`src/hdl/sop_pkg.sv`:
```
// Contract
// - Normal modes: time-protected option fields written once, within 64 cycles of reset.
// - Special modes: time-protected option fields writable any number of times.
// - Converter power output follows the converter power bit.
// - Pump clock from internal RC when select bit is one, else E clock.
// - Interrupt pin falling-edge sensitive when sense bit is one, else low level.
// - Stop exit waits 4064 cycles when delay bit set, else about four.
// - Active clock monitor starts clock failure reset on a slow or stopped clock.
// - Normal modes: forced monitor bit keeps the monitor on until reset; else follows enable bit.
// - Indicator pin driven high briefly only in expanded or test modes with drive bit.
// - Port C outputs open-drain when the open-drain bit is one.
// - Stretch off-chip accesses to the lower or upper half by one cycle.
// - Read-visibility resets to one in special test, unlimited writes; else zero, once.
// - Expanded modes: read visibility drives internal read data onto the external bus.
// - Single chip modes: read visibility holds the E pin low.
// - Serial data least significant bit first when the bit-order bit is one.
// - Extra serial divider bit inserts a divide-by-four stage.
// - Normal modes: protect bits cleared once within 64 cycles; set anytime, held till reset.
// - Bulk protect bit refuses bulk and row erase.
// - Configuration protect refuses configuration writes, except in special modes.
// - Block protect bits guard five address ranges of the EEPROM page.
// - Timer interrupt requested when a flag and its matching enable are both set.
// - Timer prescale 1, 4, 8, 16; code time-protected like the option fields.
package sop_pkg;
	// ==================== Register offsets
	localparam logic [7:0] SOP_TMSK_OFF = 8'h24;
	localparam logic [7:0] SOP_EEPROM_BLOCK_PROTECT_OFF = 8'h35;
	localparam logic [7:0] SOP_SYSTEM_OPTIONS_TWO_OFF = 8'h38;
	localparam logic [7:0] SOP_OPT1_OFF = 8'h39;
	// ==================== Reset values
	localparam logic [7:0] SOP_TMSK_RST = 8'h00;
	localparam logic [7:0] SOP_EEPROM_BLOCK_PROTECT_RST = 8'hbf;
	localparam logic [7:0] SOP_SYSTEM_OPTIONS_TWO_RST = 8'h00;
	localparam logic [7:0] SOP_OPT1_RST = 8'h10;
	// ==================== Field masks
	localparam logic [7:0] SOP_OPT1_TP_MASK = 8'h37;
	localparam logic [7:0] SOP_SYSTEM_OPTIONS_TWO_MASK = 8'hfc;
	localparam logic [7:0] SOP_EEPROM_BLOCK_PROTECT_MASK = 8'hbf;
	localparam logic [7:0] SOP_TMSK_EN_MASK = 8'hf0;
	localparam logic [7:0] SOP_TMSK_PR_MASK = 8'h03;
	// ==================== Bit positions
	localparam int SOP_CONVERTER_POWER_UP_BIT = 7;
	localparam int SOP_PUMP_CLOCK_SELECT_BIT = 6;
	localparam int SOP_INTERRUPT_EDGE_SENSE_BIT = 5;
	localparam int SOP_DLY_BIT = 4;
	localparam int SOP_CME_BIT = 3;
	localparam int SOP_FORCED_CLOCK_MONITOR_BIT = 2;
	localparam int SOP_WAKE_INDICATOR_DRIVE_BIT = 7;
	localparam int SOP_PORT_OPEN_DRAIN_MODE_BIT = 6;
	localparam int SOP_EXTERNAL_ACCESS_STRETCH_BIT = 5;
	localparam int SOP_IRV_BIT = 4;
	localparam int SOP_SERIAL_BIT_ORDER_BIT = 3;
	localparam int SOP_EXTRA_SERIAL_CLOCK_DIVIDER_BIT = 2;
	localparam int SOP_BULK_ERASE_PROTECT_BIT = 7;
	localparam int SOP_CONFIGURATION_PROTECT_BIT = 4;
	localparam int SOP_BPRT4_BIT = 5;
	// ==================== Timing
	localparam int SOP_PROT_WINDOW = 64;
	localparam int SOP_STOP_DELAY = 4064;
	localparam int SOP_STOP_FAST = 4;
	// ==================== EEPROM block bounds (low 12 bits)
	localparam logic [11:0] SOP_BLK0_LO = 12'hd80;
	localparam logic [11:0] SOP_BLK1_LO = 12'hda0;
	localparam logic [11:0] SOP_BLK2_LO = 12'hde0;
	localparam logic [11:0] SOP_BLK3_LO = 12'he60;
	localparam logic [11:0] SOP_BLK4_LO = 12'hf80;
	// ==================== Modes and stop-exit states
	typedef enum logic [1:0] {
		SOP_MODE_SINGLE = 2'h0,
		SOP_MODE_EXPANDED = 2'h1,
		SOP_MODE_BOOT = 2'h2,
		SOP_MODE_TEST = 2'h3
	} sop_mode_type;
	typedef enum logic [1:0] {
		SOP_ST_RUN = 2'h0,
		SOP_ST_WAIT = 2'h1,
		SOP_ST_DONE = 2'h3
	} sop_stop_type;
endpackage

```
`src/hdl/sop_regs.sv`:
```
// The implementer's own choice: the strobed register port.
`timescale 1ns/1ps
module sop_regs #(
	parameter int STOP_DELAY_CYC = sop_pkg::SOP_STOP_DELAY
) (
	input wire logic sys_clk_i,
	input wire logic rst_i,
	input wire logic ce_i,
	input wire logic [1:0] mode_i,
	input wire logic [7:0] addr_i,
	input wire logic [7:0] wdata_i,
	input wire logic wr_i,
	input wire logic rd_i,
	output logic [7:0] rdata_o,
	input wire logic rom_placement_bit_i,
	input wire logic [3:0] timer_flags_i,
	input wire logic clock_slow_i,
	input wire logic stop_exit_req_i,
	input wire logic [15:0] ee_addr_i,
	input wire logic ee_write_i,
	input wire logic ee_bulk_row_erase_i,
	input wire logic config_write_i,
	input wire logic ext_access_i,
	input wire logic [15:0] ext_addr_i,
	input wire logic internal_read_i,
	input wire logic [7:0] internal_data_i,
	input wire logic rc_clk_i,
	input wire logic e_clk_i,
	output logic converter_power_up_o,
	output logic pump_clk_o,
	output logic interrupt_edge_sense_o,
	output logic clock_monitor_active_o,
	output logic clock_fail_reset_o,
	output logic [1:0] watchdog_rate_select_o,
	output logic stop_resume_o,
	output logic instruction_indicator_high_en_o,
	output logic port_open_drain_mode_o,
	output logic stretch_access_o,
	output logic [7:0] ext_data_o,
	output logic ext_data_oe_o,
	output logic e_pin_hold_low_o,
	output logic serial_bit_order_o,
	output logic extra_serial_clock_divider_o,
	output logic ee_write_ok_o,
	output logic ee_erase_ok_o,
	output logic config_write_ok_o,
	output logic timer_irq_o,
	output logic [4:0] timer_prescale_div_o
);
	import sop_pkg::*;

	// ==================== Mode pin synchroniser
	logic [1:0] mode_s1_r, mode_s2_r, mode_s3_r;
	logic [1:0] mode_r, mode_nxt;
	always_comb begin
		mode_nxt = mode_r;
		if (mode_s2_r == mode_s3_r) begin
			mode_nxt = mode_s3_r;
		end
	end
	always_ff @(posedge sys_clk_i) begin
		if (ce_i) begin
			mode_s1_r <= mode_i;
			mode_s2_r <= mode_s1_r;
			mode_s3_r <= mode_s2_r;
			mode_r <= mode_nxt;
		end
	end

	// ==================== Mode decode
	logic special;
	logic normal;
	logic expanded_like;
	logic single_like;
	assign special = mode_nxt[1];
	assign normal = ~mode_nxt[1];
	assign expanded_like = mode_nxt[0];
	assign single_like = ~mode_nxt[0];

	// ==================== Window counter and write-once tracking
	logic [6:0] win_r, win_nxt;
	logic opt1_once_r, opt1_once_nxt;
	logic irv_once_r, irv_once_nxt;
	logic eeprom_block_protect_once_r, eeprom_block_protect_once_nxt;
	logic pr_once_r, pr_once_nxt;
	logic [7:0] opt1_r, opt1_nxt;
	logic [7:0] system_options_two_r, system_options_two_nxt;
	logic [7:0] eeprom_block_protect_r, eeprom_block_protect_nxt;
	logic [7:0] tmsk_r, tmsk_nxt;
	logic forced_clock_monitor_seen_r, forced_clock_monitor_seen_nxt;
	logic init_r, init_nxt;
	logic in_window;
	logic wr_opt1, wr_system_options_two, wr_eeprom_block_protect, wr_tmsk;
	logic [7:0] eeprom_block_protect_clr_ok;

	assign in_window = (win_r < 7'(SOP_PROT_WINDOW));
	assign wr_opt1 = wr_i && (addr_i == SOP_OPT1_OFF);
	assign wr_system_options_two = wr_i && (addr_i == SOP_SYSTEM_OPTIONS_TWO_OFF);
	assign wr_eeprom_block_protect = wr_i && (addr_i == SOP_EEPROM_BLOCK_PROTECT_OFF);
	assign wr_tmsk = wr_i && (addr_i == SOP_TMSK_OFF);

	always_comb begin
		win_nxt = win_r;
		opt1_once_nxt = opt1_once_r;
		irv_once_nxt = irv_once_r;
		eeprom_block_protect_once_nxt = eeprom_block_protect_once_r;
		pr_once_nxt = pr_once_r;
		opt1_nxt = opt1_r;
		system_options_two_nxt = system_options_two_r;
		eeprom_block_protect_nxt = eeprom_block_protect_r;
		tmsk_nxt = tmsk_r;
		forced_clock_monitor_seen_nxt = forced_clock_monitor_seen_r;
		init_nxt = 1'b1;
		eeprom_block_protect_clr_ok = 8'h00;
		if (in_window) begin
			win_nxt = win_r + 7'h01;
		end
		// Read-visibility reset value depends on mode, caught after reset release
		if (!init_r) begin
			system_options_two_nxt[SOP_IRV_BIT] = (mode_nxt == SOP_MODE_TEST);
		end
		if (wr_opt1) begin
			opt1_nxt = (opt1_r & SOP_OPT1_TP_MASK) | (wdata_i & ~SOP_OPT1_TP_MASK);
			if (special || (in_window && !opt1_once_r)) begin
				opt1_nxt = wdata_i;
				opt1_once_nxt = 1'b1;
			end
		end
		// Forced monitor sticks once set until reset, in normal modes only
		if (opt1_nxt[SOP_FORCED_CLOCK_MONITOR_BIT]) begin
			forced_clock_monitor_seen_nxt = 1'b1;
		end
		if (forced_clock_monitor_seen_r && normal) begin
			opt1_nxt[SOP_FORCED_CLOCK_MONITOR_BIT] = 1'b1;
		end
		if (wr_system_options_two) begin
			system_options_two_nxt = (wdata_i & SOP_SYSTEM_OPTIONS_TWO_MASK & ~8'h10) | (system_options_two_r & 8'h10);
			if (mode_nxt == SOP_MODE_TEST || !irv_once_r) begin
				system_options_two_nxt[SOP_IRV_BIT] = wdata_i[SOP_IRV_BIT];
				irv_once_nxt = 1'b1;
			end
		end
		if (wr_eeprom_block_protect) begin
			// Setting always allowed; clearing only once in window, or in special modes
			if (special || (in_window && !eeprom_block_protect_once_r)) begin
				eeprom_block_protect_clr_ok = SOP_EEPROM_BLOCK_PROTECT_MASK;
				eeprom_block_protect_once_nxt = 1'b1;
			end
			eeprom_block_protect_nxt = ((eeprom_block_protect_r | wdata_i) & ~(eeprom_block_protect_clr_ok & ~wdata_i)) & SOP_EEPROM_BLOCK_PROTECT_MASK;
		end
		if (wr_tmsk) begin
			tmsk_nxt = (wdata_i & SOP_TMSK_EN_MASK) | (tmsk_r & SOP_TMSK_PR_MASK);
			if (special || (in_window && !pr_once_r)) begin
				tmsk_nxt[1:0] = wdata_i[1:0];
				pr_once_nxt = 1'b1;
			end
		end
	end

	always_ff @(posedge sys_clk_i or posedge rst_i) begin
		if (rst_i) begin
			win_r <= 7'h00;
			opt1_once_r <= 1'b0;
			irv_once_r <= 1'b0;
			eeprom_block_protect_once_r <= 1'b0;
			pr_once_r <= 1'b0;
			opt1_r <= SOP_OPT1_RST;
			system_options_two_r <= SOP_SYSTEM_OPTIONS_TWO_RST;
			eeprom_block_protect_r <= SOP_EEPROM_BLOCK_PROTECT_RST;
			tmsk_r <= SOP_TMSK_RST;
			forced_clock_monitor_seen_r <= 1'b0;
			init_r <= 1'b0;
		end else if (ce_i) begin
			win_r <= win_nxt;
			opt1_once_r <= opt1_once_nxt;
			irv_once_r <= irv_once_nxt;
			eeprom_block_protect_once_r <= eeprom_block_protect_once_nxt;
			pr_once_r <= pr_once_nxt;
			opt1_r <= opt1_nxt;
			system_options_two_r <= system_options_two_nxt;
			eeprom_block_protect_r <= eeprom_block_protect_nxt;
			tmsk_r <= tmsk_nxt;
			forced_clock_monitor_seen_r <= forced_clock_monitor_seen_nxt;
			init_r <= init_nxt;
		end
	end

	// ==================== Read port
	logic [7:0] rdata_nxt;
	always_comb begin
		rdata_nxt = 8'h00;
		if (rd_i) begin
			unique case (addr_i)
				SOP_TMSK_OFF: rdata_nxt = tmsk_r;
				SOP_EEPROM_BLOCK_PROTECT_OFF: rdata_nxt = eeprom_block_protect_r;
				SOP_SYSTEM_OPTIONS_TWO_OFF: rdata_nxt = system_options_two_r;
				SOP_OPT1_OFF: rdata_nxt = opt1_r;
				default: rdata_nxt = 8'h00;
			endcase
		end
	end
	always_ff @(posedge sys_clk_i or posedge rst_i) begin
		if (rst_i) begin
			rdata_o <= 8'h00;
		end else if (ce_i) begin
			rdata_o <= rdata_nxt;
		end
	end

	// ==================== Stop exit delay
	sop_stop_type st_r, st_nxt;
	logic [12:0] dly_r, dly_nxt;
	always_comb begin
		st_nxt = st_r;
		dly_nxt = dly_r;
		unique case (st_r)
			SOP_ST_RUN: begin
				if (stop_exit_req_i) begin
					st_nxt = SOP_ST_WAIT;
					dly_nxt = opt1_r[SOP_DLY_BIT] ? 13'(STOP_DELAY_CYC - 1)
						: 13'(SOP_STOP_FAST - 1);
				end
			end
			SOP_ST_WAIT: begin
				if (dly_r == 13'h0000) begin
					st_nxt = SOP_ST_DONE;
				end else begin
					dly_nxt = dly_r - 13'h0001;
				end
			end
			SOP_ST_DONE: st_nxt = SOP_ST_RUN;
			default: st_nxt = SOP_ST_RUN;
		endcase
	end
	always_ff @(posedge sys_clk_i or posedge rst_i) begin
		if (rst_i) begin
			st_r <= SOP_ST_RUN;
			dly_r <= 13'h0000;
		end else if (ce_i) begin
			st_r <= st_nxt;
			dly_r <= dly_nxt;
		end
	end
	assign stop_resume_o = (st_r == SOP_ST_DONE);

	// ==================== Option outputs
	logic mon_active;
	assign mon_active = opt1_r[SOP_CME_BIT] | opt1_r[SOP_FORCED_CLOCK_MONITOR_BIT];
	assign converter_power_up_o = opt1_r[SOP_CONVERTER_POWER_UP_BIT];
	assign pump_clk_o = opt1_r[SOP_PUMP_CLOCK_SELECT_BIT] ? rc_clk_i : e_clk_i;
	assign interrupt_edge_sense_o = opt1_r[SOP_INTERRUPT_EDGE_SENSE_BIT];
	assign clock_monitor_active_o = mon_active;
	assign clock_fail_reset_o = mon_active & clock_slow_i;
	assign watchdog_rate_select_o = opt1_r[1:0];
	assign instruction_indicator_high_en_o = system_options_two_r[SOP_WAKE_INDICATOR_DRIVE_BIT] & expanded_like;
	assign port_open_drain_mode_o = system_options_two_r[SOP_PORT_OPEN_DRAIN_MODE_BIT];
	assign stretch_access_o = system_options_two_r[SOP_EXTERNAL_ACCESS_STRETCH_BIT] & expanded_like & ext_access_i
		& (ext_addr_i[15] == ~rom_placement_bit_i);
	assign ext_data_o = internal_data_i;
	assign ext_data_oe_o = expanded_like & system_options_two_r[SOP_IRV_BIT] & internal_read_i;
	assign e_pin_hold_low_o = single_like & system_options_two_r[SOP_IRV_BIT];
	assign serial_bit_order_o = system_options_two_r[SOP_SERIAL_BIT_ORDER_BIT];
	assign extra_serial_clock_divider_o = system_options_two_r[SOP_EXTRA_SERIAL_CLOCK_DIVIDER_BIT];

	// ==================== EEPROM protection
	logic [11:0] ea;
	logic [4:0] blk_hit;
	assign ea = ee_addr_i[11:0];
	assign blk_hit[0] = (ea >= SOP_BLK0_LO) && (ea < SOP_BLK1_LO);
	assign blk_hit[1] = (ea >= SOP_BLK1_LO) && (ea < SOP_BLK2_LO);
	assign blk_hit[2] = (ea >= SOP_BLK2_LO) && (ea < SOP_BLK3_LO);
	assign blk_hit[3] = (ea >= SOP_BLK3_LO) && (ea < SOP_BLK4_LO);
	assign blk_hit[4] = (ea >= SOP_BLK4_LO);
	logic [4:0] blk_prot;
	assign blk_prot = {eeprom_block_protect_r[SOP_BPRT4_BIT], eeprom_block_protect_r[3:0]};
	assign ee_write_ok_o = ee_write_i & ~|(blk_hit & blk_prot);
	assign ee_erase_ok_o = ee_bulk_row_erase_i & ~eeprom_block_protect_r[SOP_BULK_ERASE_PROTECT_BIT];
	assign config_write_ok_o = config_write_i & (special | ~eeprom_block_protect_r[SOP_CONFIGURATION_PROTECT_BIT]);

	// ==================== Timer interrupt and prescale
	assign timer_irq_o = |(tmsk_r[7:4] & timer_flags_i);
	always_comb begin
		unique case (tmsk_r[1:0])
			2'h0: timer_prescale_div_o = 5'h01;
			2'h1: timer_prescale_div_o = 5'h04;
			2'h2: timer_prescale_div_o = 5'h08;
			2'h3: timer_prescale_div_o = 5'h10;
		endcase
	end

	// ==================== Assertions
	AST_OPT1_LOCK: assert property (@(posedge sys_clk_i) disable iff (rst_i)
		(ce_i && normal && !in_window && wr_opt1) |=> $stable(opt1_r[1:0]))
		else $error("Protected option bits changed after window");
	AST_SPECIAL_WR: assert property (@(posedge sys_clk_i) disable iff (rst_i)
		(ce_i && special && wr_opt1) |=> (opt1_r[5:4] == $past(wdata_i[5:4])))
		else $error("Special mode option write lost");
	AST_CONVERTER_POWER_UP: assert property (@(posedge sys_clk_i) disable iff (rst_i)
		converter_power_up_o == opt1_r[7])
		else $error("Converter power mismatch");
	AST_MON: assert property (@(posedge sys_clk_i) disable iff (rst_i)
		(clock_slow_i && opt1_r[SOP_CME_BIT]) |-> clock_fail_reset_o)
		else $error("Clock fail reset missing");
	AST_FORCED_CLOCK_MONITOR_STICK: assert property (@(posedge sys_clk_i) disable iff (rst_i)
		(normal && opt1_r[SOP_FORCED_CLOCK_MONITOR_BIT]) |=> opt1_r[SOP_FORCED_CLOCK_MONITOR_BIT])
		else $error("Forced monitor cleared");
	AST_STOP_FAST: assert property (@(posedge sys_clk_i) disable iff (rst_i)
		(ce_i && st_r == SOP_ST_RUN && stop_exit_req_i && !opt1_r[SOP_DLY_BIT])
		|-> ##[1:8] stop_resume_o)
		else $error("Fast stop exit too slow");
	AST_EEPROM_BLOCK_PROTECT_SET: assert property (@(posedge sys_clk_i) disable iff (rst_i)
		(ce_i && wr_eeprom_block_protect) |=> ((eeprom_block_protect_r & $past(wdata_i) & SOP_EEPROM_BLOCK_PROTECT_MASK)
		== ($past(wdata_i) & SOP_EEPROM_BLOCK_PROTECT_MASK)))
		else $error("Protect bit set was lost");
	AST_BULK: assert property (@(posedge sys_clk_i) disable iff (rst_i)
		eeprom_block_protect_r[7] |-> !ee_erase_ok_o)
		else $error("Erase allowed while protected");
	AST_TIRQ: assert property (@(posedge sys_clk_i) disable iff (rst_i)
		(tmsk_r[7] && timer_flags_i[3]) |-> timer_irq_o)
		else $error("Overflow interrupt missing");
	AST_PR_LOCK: assert property (@(posedge sys_clk_i) disable iff (rst_i)
		(ce_i && normal && pr_once_r && wr_tmsk) |=> $stable(tmsk_r[1:0]))
		else $error("Prescale rewritten");
	AST_PR_WIN: assert property (@(posedge sys_clk_i) disable iff (rst_i)
		(ce_i && normal && !in_window && wr_tmsk) |=> $stable(tmsk_r[1:0]))
		else $error("Prescale written after window");
	AST_PR_DIV: assert property (@(posedge sys_clk_i) disable iff (rst_i)
		(tmsk_r[1:0] == 2'h3) |-> (timer_prescale_div_o == 5'h10))
		else $error("Prescale divide wrong");
	AST_WIN_OPEN: assert property (@(posedge sys_clk_i) disable iff (rst_i)
		(ce_i && normal && in_window && !opt1_once_r && wr_opt1)
		|=> (opt1_r[1:0] == $past(wdata_i[1:0])))
		else $error("First option write in window lost");
	AST_EEPROM_BLOCK_PROTECT_CLR: assert property (@(posedge sys_clk_i) disable iff (rst_i)
		(ce_i && normal && (eeprom_block_protect_once_r || !in_window) && wr_eeprom_block_protect)
		|=> ((eeprom_block_protect_r & $past(eeprom_block_protect_r)) == $past(eeprom_block_protect_r)))
		else $error("Protect bit cleared late");
	AST_IRV_ONCE: assert property (@(posedge sys_clk_i) disable iff (rst_i)
		(ce_i && mode_nxt != SOP_MODE_TEST && irv_once_r && wr_system_options_two)
		|=> $stable(system_options_two_r[SOP_IRV_BIT]))
		else $error("Read visibility written twice");
	AST_CONFIGURATION_PROTECT: assert property (@(posedge sys_clk_i) disable iff (rst_i)
		(!special && eeprom_block_protect_r[SOP_CONFIGURATION_PROTECT_BIT]) |-> !config_write_ok_o)
		else $error("Configuration write while protected");
	AST_CFG_SPECIAL: assert property (@(posedge sys_clk_i) disable iff (rst_i)
		(special && config_write_i) |-> config_write_ok_o)
		else $error("Configuration write refused in special mode");
	AST_BLK_TOP: assert property (@(posedge sys_clk_i) disable iff (rst_i)
		(ee_write_i && ea >= SOP_BLK4_LO && eeprom_block_protect_r[SOP_BPRT4_BIT]) |-> !ee_write_ok_o)
		else $error("Write to protected top block");
	AST_RVIS: assert property (@(posedge sys_clk_i) disable iff (rst_i)
		(expanded_like && system_options_two_r[SOP_IRV_BIT] && internal_read_i) |-> ext_data_oe_o)
		else $error("Internal read not visible");
	AST_E_HOLD: assert property (@(posedge sys_clk_i) disable iff (rst_i)
		single_like |-> (e_pin_hold_low_o == system_options_two_r[SOP_IRV_BIT]))
		else $error("E pin hold mismatch");
	AST_LIR_SINGLE: assert property (@(posedge sys_clk_i) disable iff (rst_i)
		single_like |-> !instruction_indicator_high_en_o)
		else $error("Indicator drive in single chip mode");
	AST_STRETCH_SINGLE: assert property (@(posedge sys_clk_i) disable iff (rst_i)
		single_like |-> !stretch_access_o)
		else $error("Stretch in single chip mode");
	AST_RESUME_PULSE: assert property (@(posedge sys_clk_i) disable iff (rst_i)
		(ce_i && stop_resume_o) |=> !stop_resume_o)
		else $error("Resume pulse too long");

	COV_WIN_WR: cover property (@(posedge sys_clk_i) ce_i && in_window && wr_opt1);
	COV_LATE_WR: cover property (@(posedge sys_clk_i) ce_i && !in_window && wr_eeprom_block_protect);
	COV_STOP: cover property (@(posedge sys_clk_i) stop_resume_o);
	COV_SPECIAL_PR: cover property (@(posedge sys_clk_i) ce_i && special && wr_tmsk);
	COV_CE_HOLD: cover property (@(posedge sys_clk_i) !ce_i && wr_i);
endmodule

```
`config.mk`:
```
export PLATFORM = sky130hd
export DESIGN_NAME = sop_regs
export DESIGN_NICKNAME = d
export VERILOG_FILES = /design/src/hdl/sop_pkg.sv /design/src/hdl/sop_regs.sv
export SDC_FILE = /design/constraint.sdc
export NUM_CORES = 1
export LEC_CHECK = 0
export ABC_AREA = 1
export BUFFER_PORTS_ARGS = -buffer_cell sky130_fd_sc_hd__buf_2
export CAP_MARGIN = 30
export CORE_ASPECT_RATIO = 1.2
export CORE_MARGIN = 1
export CORE_UTILIZATION = 41
export DETAILED_ROUTE_END_ITERATION = 8
export PLACE_DENSITY_LB_ADDON = 0.12
export SLEW_MARGIN = 15
export SYNTH_ARGS = -nofsm -noshare
export SYNTH_HDL_FRONTEND = slang
export SYNTH_SLANG_ARGS = --single-unit
export TNS_END_PERCENT = 50
```
`constraint.sdc`:
```
create_clock -name sys_clk_i -period 4.4 [get_ports sys_clk_i]
set_clock_uncertainty 0.05 [all_clocks]
set_input_delay 0 -clock sys_clk_i [delete_from_list [all_inputs] [get_ports sys_clk_i]]
set_output_delay 0 -clock sys_clk_i [all_outputs]
set_load 0.005 [all_outputs]
```
# After elaboration in Yosys (flattened, before gate mapping)
# Cells that the tools add are included.
# totals
register_bits	75
latchBits	0
mem_bits_rw	0
romBits	0
out_inout_bits	40
word_cells	137
memories	0
# op_classes
add_sub_neg	2
mul	0
div_mod_pow	0
magnitude_cmp	10
n_eq_ne	16
n_shift	0
n_mux	21
bitwise	28
reduce_logical	40
# ops
operator	count
12-bit greater-or-equal comparator, second input constant	5
12-bit less-than comparator, second input constant	4
8-bit by 6-bit == test with 1-bit output, second input constant	4
8-bit two-way mux	4
8-bit one-hot mux with 4 select lines	1
13-bit two-way mux	2
13-bit one-hot mux with 2 select lines	1
5-bit one-hot mux with 4 select lines	1
8-bit AND	2
8-bit NOT	2
3-bit AND reduction	5
2-bit AND reduction	7
13-bit zero test	1
13-bit by 1-bit subtractor with 13-bit output, second input constant	1
1-bit logical AND	12
12-bit two-way mux	1
1-bit AND	11
2-bit == test, second input constant	4
2-bit two-way mux	4
6-bit by 8-bit OR with 8-bit output	1
8-bit by 2-bit OR with 8-bit output	1
8-bit by 5-bit OR with 8-bit output	1
8-bit OR	1
7-bit by 1-bit adder with 7-bit output, second input constant	1
other kinds (21)	40

# Logic depth before layout (Yosys ltp)
# logic_depth
ltp_word	8
depth_mapped	12
depth_no_buf	12

# Worst setup path after synthesis
# OpenSTA, ideal clock, no wires.
# synth_path
kind	reg-to-reg
start	reg dly_r[0]
end	reg dly_r[10]
setup_time_ns	0.119
t_arrival_ns	1.378
required_ns	4.231
path_slack_ns	2.852
stages_incl_launch_ff	11
path_cell_list	dfrtp_1 -> inv_1 -> ha_1 -> nand2_1 -> nor2_4 -> nand4_1 -> nand3_2 -> inv_2 -> buf_6 -> nand2_1 -> o21ai_2
# synth_via
elab_chain_len	3
elab_cells_between_ends	6
# synth_lines
item	line	text
from (decl)	sop_regs.sv:212	logic [12:0] dly_r, dly_nxt;
from (signal assigned)	sop_regs.sv:241	dly_r <= dly_nxt;
13-bit by 1-bit subtractor with 13-bit output or 13-bit zero test (tied branches)	sop_regs.sv:228, sop_regs.sv:225	
13-bit two-way mux or 2-bit inequality test (tied branches)	n/a	
13-bit one-hot mux with 2 select lines or 4-bit AND reduction (tied branches)	n/a	
# Parallel ways exist; a longest one is shown, timed or not. The select of a mux whose other input is x is not followed.
# A chain may end at the register's enable or synchronous reset.

# Worst setup path in the final report
# layout_path
start	reg dly_r[0]
end	reg dly_r[1]
# The elaborated chain is that of the path after synthesis.

==> flow_results.xml <==
<?xml version="1.0" encoding="UTF-8"?>
<metrics>
  <group name="outcome">
    <metric name="outcome" unit="">finished, final reports clean</metric>
  </group>
  <group name="setup_path">
    <metric name="critPathSlowestCell" unit="">sky130_fd_sc_hd__dfrtp_1</metric>
    <metric name="timing.critical_path.mode_cell" unit="">sky130_fd_sc_hd__nand2_1</metric>
    <metric name="critical_path_source_type" unit="">flip-flop</metric>
    <metric name="crit_path_max_incr_delay" unit="ps">380</metric>
    <metric name="critical_path_required" unit="ps">4580</metric>
    <metric name="data_arrival_at_the_endpoint_of_the_critical_path" unit="ps">1970</metric>
    <metric name="critical_path.cell_chain" unit="">inv_1 -&gt; ha_1 -&gt; nand2_1 -&gt; nor2_4 -&gt; nand4_1 -&gt; nand3_2 -&gt; inv_2 -&gt; nand2_1 -&gt; o21ai_2</metric>
    <metric name="end_kind" unit="">flip-flop</metric>
    <metric name="worst-path-buf-inv" unit="">2</metric>
    <metric name="crit_family" unit="">simple AND/OR/NAND/NOR gates</metric>
    <metric name="criticalPathCategory" unit="">reg2reg</metric>
    <metric name="crit_fanout" unit="">20</metric>
  </group>
  <group name="global_routing">
    <metric name="grt_pass1_wl" unit="um">14900</metric>
    <metric name="grt_overflow" unit="">0</metric>
    <metric name="grt_antenna_before_repair" unit="">0</metric>
    <metric name="grt_max_degree" unit="">64</metric>
    <metric name="globalRouteTotalUtil" unit="%">19.5</metric>
    <metric name="first_global_vias" unit="">3178</metric>
  </group>
  <group name="routing">
    <metric name="post_drt_wl_per_cell" unit="um">12.8</metric>
    <metric name="dr.first_iter.drc_count" unit="">204</metric>
    <metric name="drt-pass1-iter-count" unit="">4</metric>
    <metric name="drtAntennaViolNets" unit="">0</metric>
    <metric name="via_per_inst" unit="">4.74</metric>
    <metric name="detail_route.wirelength" unit="um">9110</metric>
    <metric name="drcViolationCount" unit="">0</metric>
    <metric name="detailroute.via_count" unit="">3374</metric>
  </group>
  <group name="timing">
    <metric name="fin_worst_hold_slack" unit="ps">18.7</metric>
    <metric name="drv_slew" unit="">0</metric>
    <metric name="hold_viol_final" unit="">0</metric>
    <metric name="fin_tns_setup" unit="ps">0</metric>
    <metric name="timing.final.setup_violations" unit="">0</metric>
    <metric name="layout_worst_path_cycle_share" unit="%">40.7</metric>
    <metric name="maxSlewHeadroom" unit="%">45.5</metric>
    <metric name="worstMarginPinSlew" unit="ps">818</metric>
    <metric name="post-route-worst-setup-slack" unit="ps">2610</metric>
    <metric name="achievable-frequency" unit="GHz">0.558</metric>
    <metric name="grt_setup_unrepaired" unit="">false</metric>
    <metric name="timing.final.crit_period" unit="ps">1790</metric>
  </group>
  <group name="die">
    <metric name="core_footprint" unit="um^2">9080</metric>
    <metric name="floorplan.initialDensity" unit="%">42.3</metric>
    <metric name="fp-row-count" unit="">38</metric>
    <metric name="die-area" unit="um^2">9760</metric>
    <metric name="die_height" unit="um">108</metric>
    <metric name="die_x" unit="um">90.3</metric>
    <metric name="ioPinCount" unit="">117</metric>
  </group>
  <group name="synth">
    <metric name="synth-warning-count" unit="">0</metric>
    <metric name="mappedNetlistNets" unit="">574</metric>
    <metric name="syn-mean-instance-area" unit="um^2">7.75</metric>
    <metric name="synthesis.instances" unit="">495</metric>
    <metric name="synthesis.area" unit="um^2">3840</metric>
    <metric name="synth_seq_cells" unit="">71</metric>
    <metric name="ys_seq_area_share" unit="%">47.6</metric>
    <metric name="synth_cell_type_count" unit="">37</metric>
  </group>
  <group name="final_layout">
    <metric name="final_nets" unit="">666</metric>
    <metric name="finalCoreUtilization" unit="%">50.8</metric>
    <metric name="filler_cell_count" unit="">921</metric>
    <metric name="drive_gt1_share" unit="%">21.5</metric>
    <metric name="area_delta_synth_final" unit="%">20.2</metric>
    <metric name="n_antenna_cell" unit="">0</metric>
    <metric name="final_cell_mix" unit="">sky130_fd_sc_hd__nand2_1 (179), sky130_fd_sc_hd__buf_2 (75), sky130_fd_sc_hd__inv_1 (66)</metric>
    <metric name="multiInputGateArea" unit="um^2">1630</metric>
    <metric name="layout_commonest_cell" unit="">sky130_fd_sc_hd__nand2_1</metric>
    <metric name="final-seq-area" unit="um^2">1830</metric>
  </group>
  <group name="clock_tree">
    <metric name="clkLatencyLatePin" unit="ps">340</metric>
    <metric name="cts.path.max_buffers" unit="">2</metric>
    <metric name="clock_root_cell" unit="">sky130_fd_sc_hd__clkbuf_8</metric>
    <metric name="cts_made_buffers" unit="">9</metric>
    <metric name="worst_setup_hold_path_clk_slew" unit="ps">70</metric>
    <metric name="cts_tree" unit="">yes</metric>
    <metric name="h-tree-depth" unit="">3</metric>
    <metric name="numClockSinks" unit="">71</metric>
  </group>
  <group name="power_and_ir_drop">
    <metric name="power_density" unit="nW/um^2">367</metric>
    <metric name="peakVddDrop" unit="uV">180</metric>
    <metric name="totalPowerFinal" unit="W">0.00169</metric>
    <metric name="power.static_leakage" unit="nW">2.45</metric>
  </group>
  <group name="placed_design">
    <metric name="dp_slack" unit="ps">2610</metric>
    <metric name="gp_routability_congestion" unit="">0.811</metric>
    <metric name="port-buffer-count" unit="">75</metric>
    <metric name="hpwl" unit="um">6720</metric>
  </group>
  <group name="worst_hold_path">
    <metric name="worst_hold_path_type" unit="">in2reg</metric>
  </group>
  <group name="run">
    <metric name="max_cap_viol_count" unit="">0</metric>
  </group>
</metrics>
registers in the layout, indices dropped and copies added (netlist names), 2 cells and up:
name and count:
mode_s2_r 2, mode_s3_r 2, eeprom_block_protect_r 7, mode_s1_r 2, st_r 2, mode_r 2
system_options_two_r 6, tmsk_r 6, win_r 7, rdata_o 8, dly_r 13, opt1_r 8
cell usage after synthesis, drive strengths merged:
cell type  count  area [um^2]
dfrtp         55         1380
inv           71          267
buf           14          116
o21a           4         30.0
or2            3         18.8
nor3           8         40.0
xor2           5         43.8
mux2           2         22.5
o21ai         38          224
nor2          43          194
nand4          7         43.8
conb           1         3.75
nor4           2         27.5
a21oi          9         48.8
ha             2         25.0
dfstp          8          210
o22ai          1         6.26
edfxtp         8          240
nand2        182          696
o211ai         6         45.0
a31oi          1         21.3
xnor2          2         17.5
a211oi         1         7.51
nand3         21          110
clkbuf         1         3.75
power breakdown:
group          switching (W)  leakage [nW]  internal [W]
Clock               0.000231        0.0817      0.000221
Sequential         0.0000406         0.850      0.000726
Combinational       0.000305          1.52      0.000171
Total               0.000577          2.45       0.00112
worst register-to-register path, delay by kind of cell, from the launching register on:
kind | cells | cell delay (ps)
compound gates | 1 | 50
buf+inv | 2 | 280
flops | 1 | 380
fa+ha+maj | 1 | 220
simple gates | 5 | 700
logic make-up (layout without fill, tap and decap cells):
kind of cell             Yosys count  count (layout)  share of synthesized area (%)
AO/OA/AOI/OAI                     60              60                           9.97
XOR/XNOR                           7               7                           1.60
adder cells (fa/ha/maj)            2               2                          0.652
buffers and inverters             86             183                           10.1
flip-flops                        71              71                           47.6
multiplexers                       2               2                          0.587
other                              1               1                         0.0977
AND/OR/NAND/NOR                  266             266                           29.4
metal layers:
layer / global-route usage (%) / vias up / part of all wire [%]
li1: - / 1726 / -
met5: 0 / - / 0
met1: 24.8 / 1565 / 45
met2: 32.3 / 69 / 49
met4: 10.3 / 0 / 2.6
met3: 2.88 / 14 / 3.4
layout make-up:
class                   count  area share, %
inverters                  71           5.78
repair buffers             96           12.6
well taps                 120           3.25
clock buffers              15           3.39
flip-flops and latches     71           39.6
multi-input cells         338           35.2
clock inverters             1          0.108
per-stage QoR:
step	instance area, um^2	instances
final	4610	712
after global routing	4610	712
after CTS	4610	712
after detailed placement	4250	676
after global placement	4250	676
after floorplan	3840	495
path summary, 6_finish.rpt:
path                                   startpoint                     end  slack [ps]  depth (start not counted)
setup / recovery             dly_r[0]$_DFFE_PP0P_    dly_r[1]$_DFFE_PP0P_        2610                          9
hold / removal                               rd_i  rdata_o[3]$_DFFE_PP0P_          20                          5
setup reg to reg             dly_r[0]$_DFFE_PP0P_    dly_r[1]$_DFFE_PP0P_        2610                          9
hold reg to reg            mode_s1_r[0]$_DFFE_PP_  mode_s2_r[0]$_DFFE_PP_         370                          0
max in group asynchronous                   rst_i    dly_r[1]$_DFFE_PP0P_        3350                          4
min in group asynchronous                   rst_i   dly_r[10]$_DFFE_PP0P_         380                          4
what timing repair did:
item                                   in CTS  in global routing
hold buffers                               20                  0
setup buffers                               0                  0
resized for setup                           0                  0
endpoints found under the hold margin      93                  0
Power figures use the tool's default switching activity.
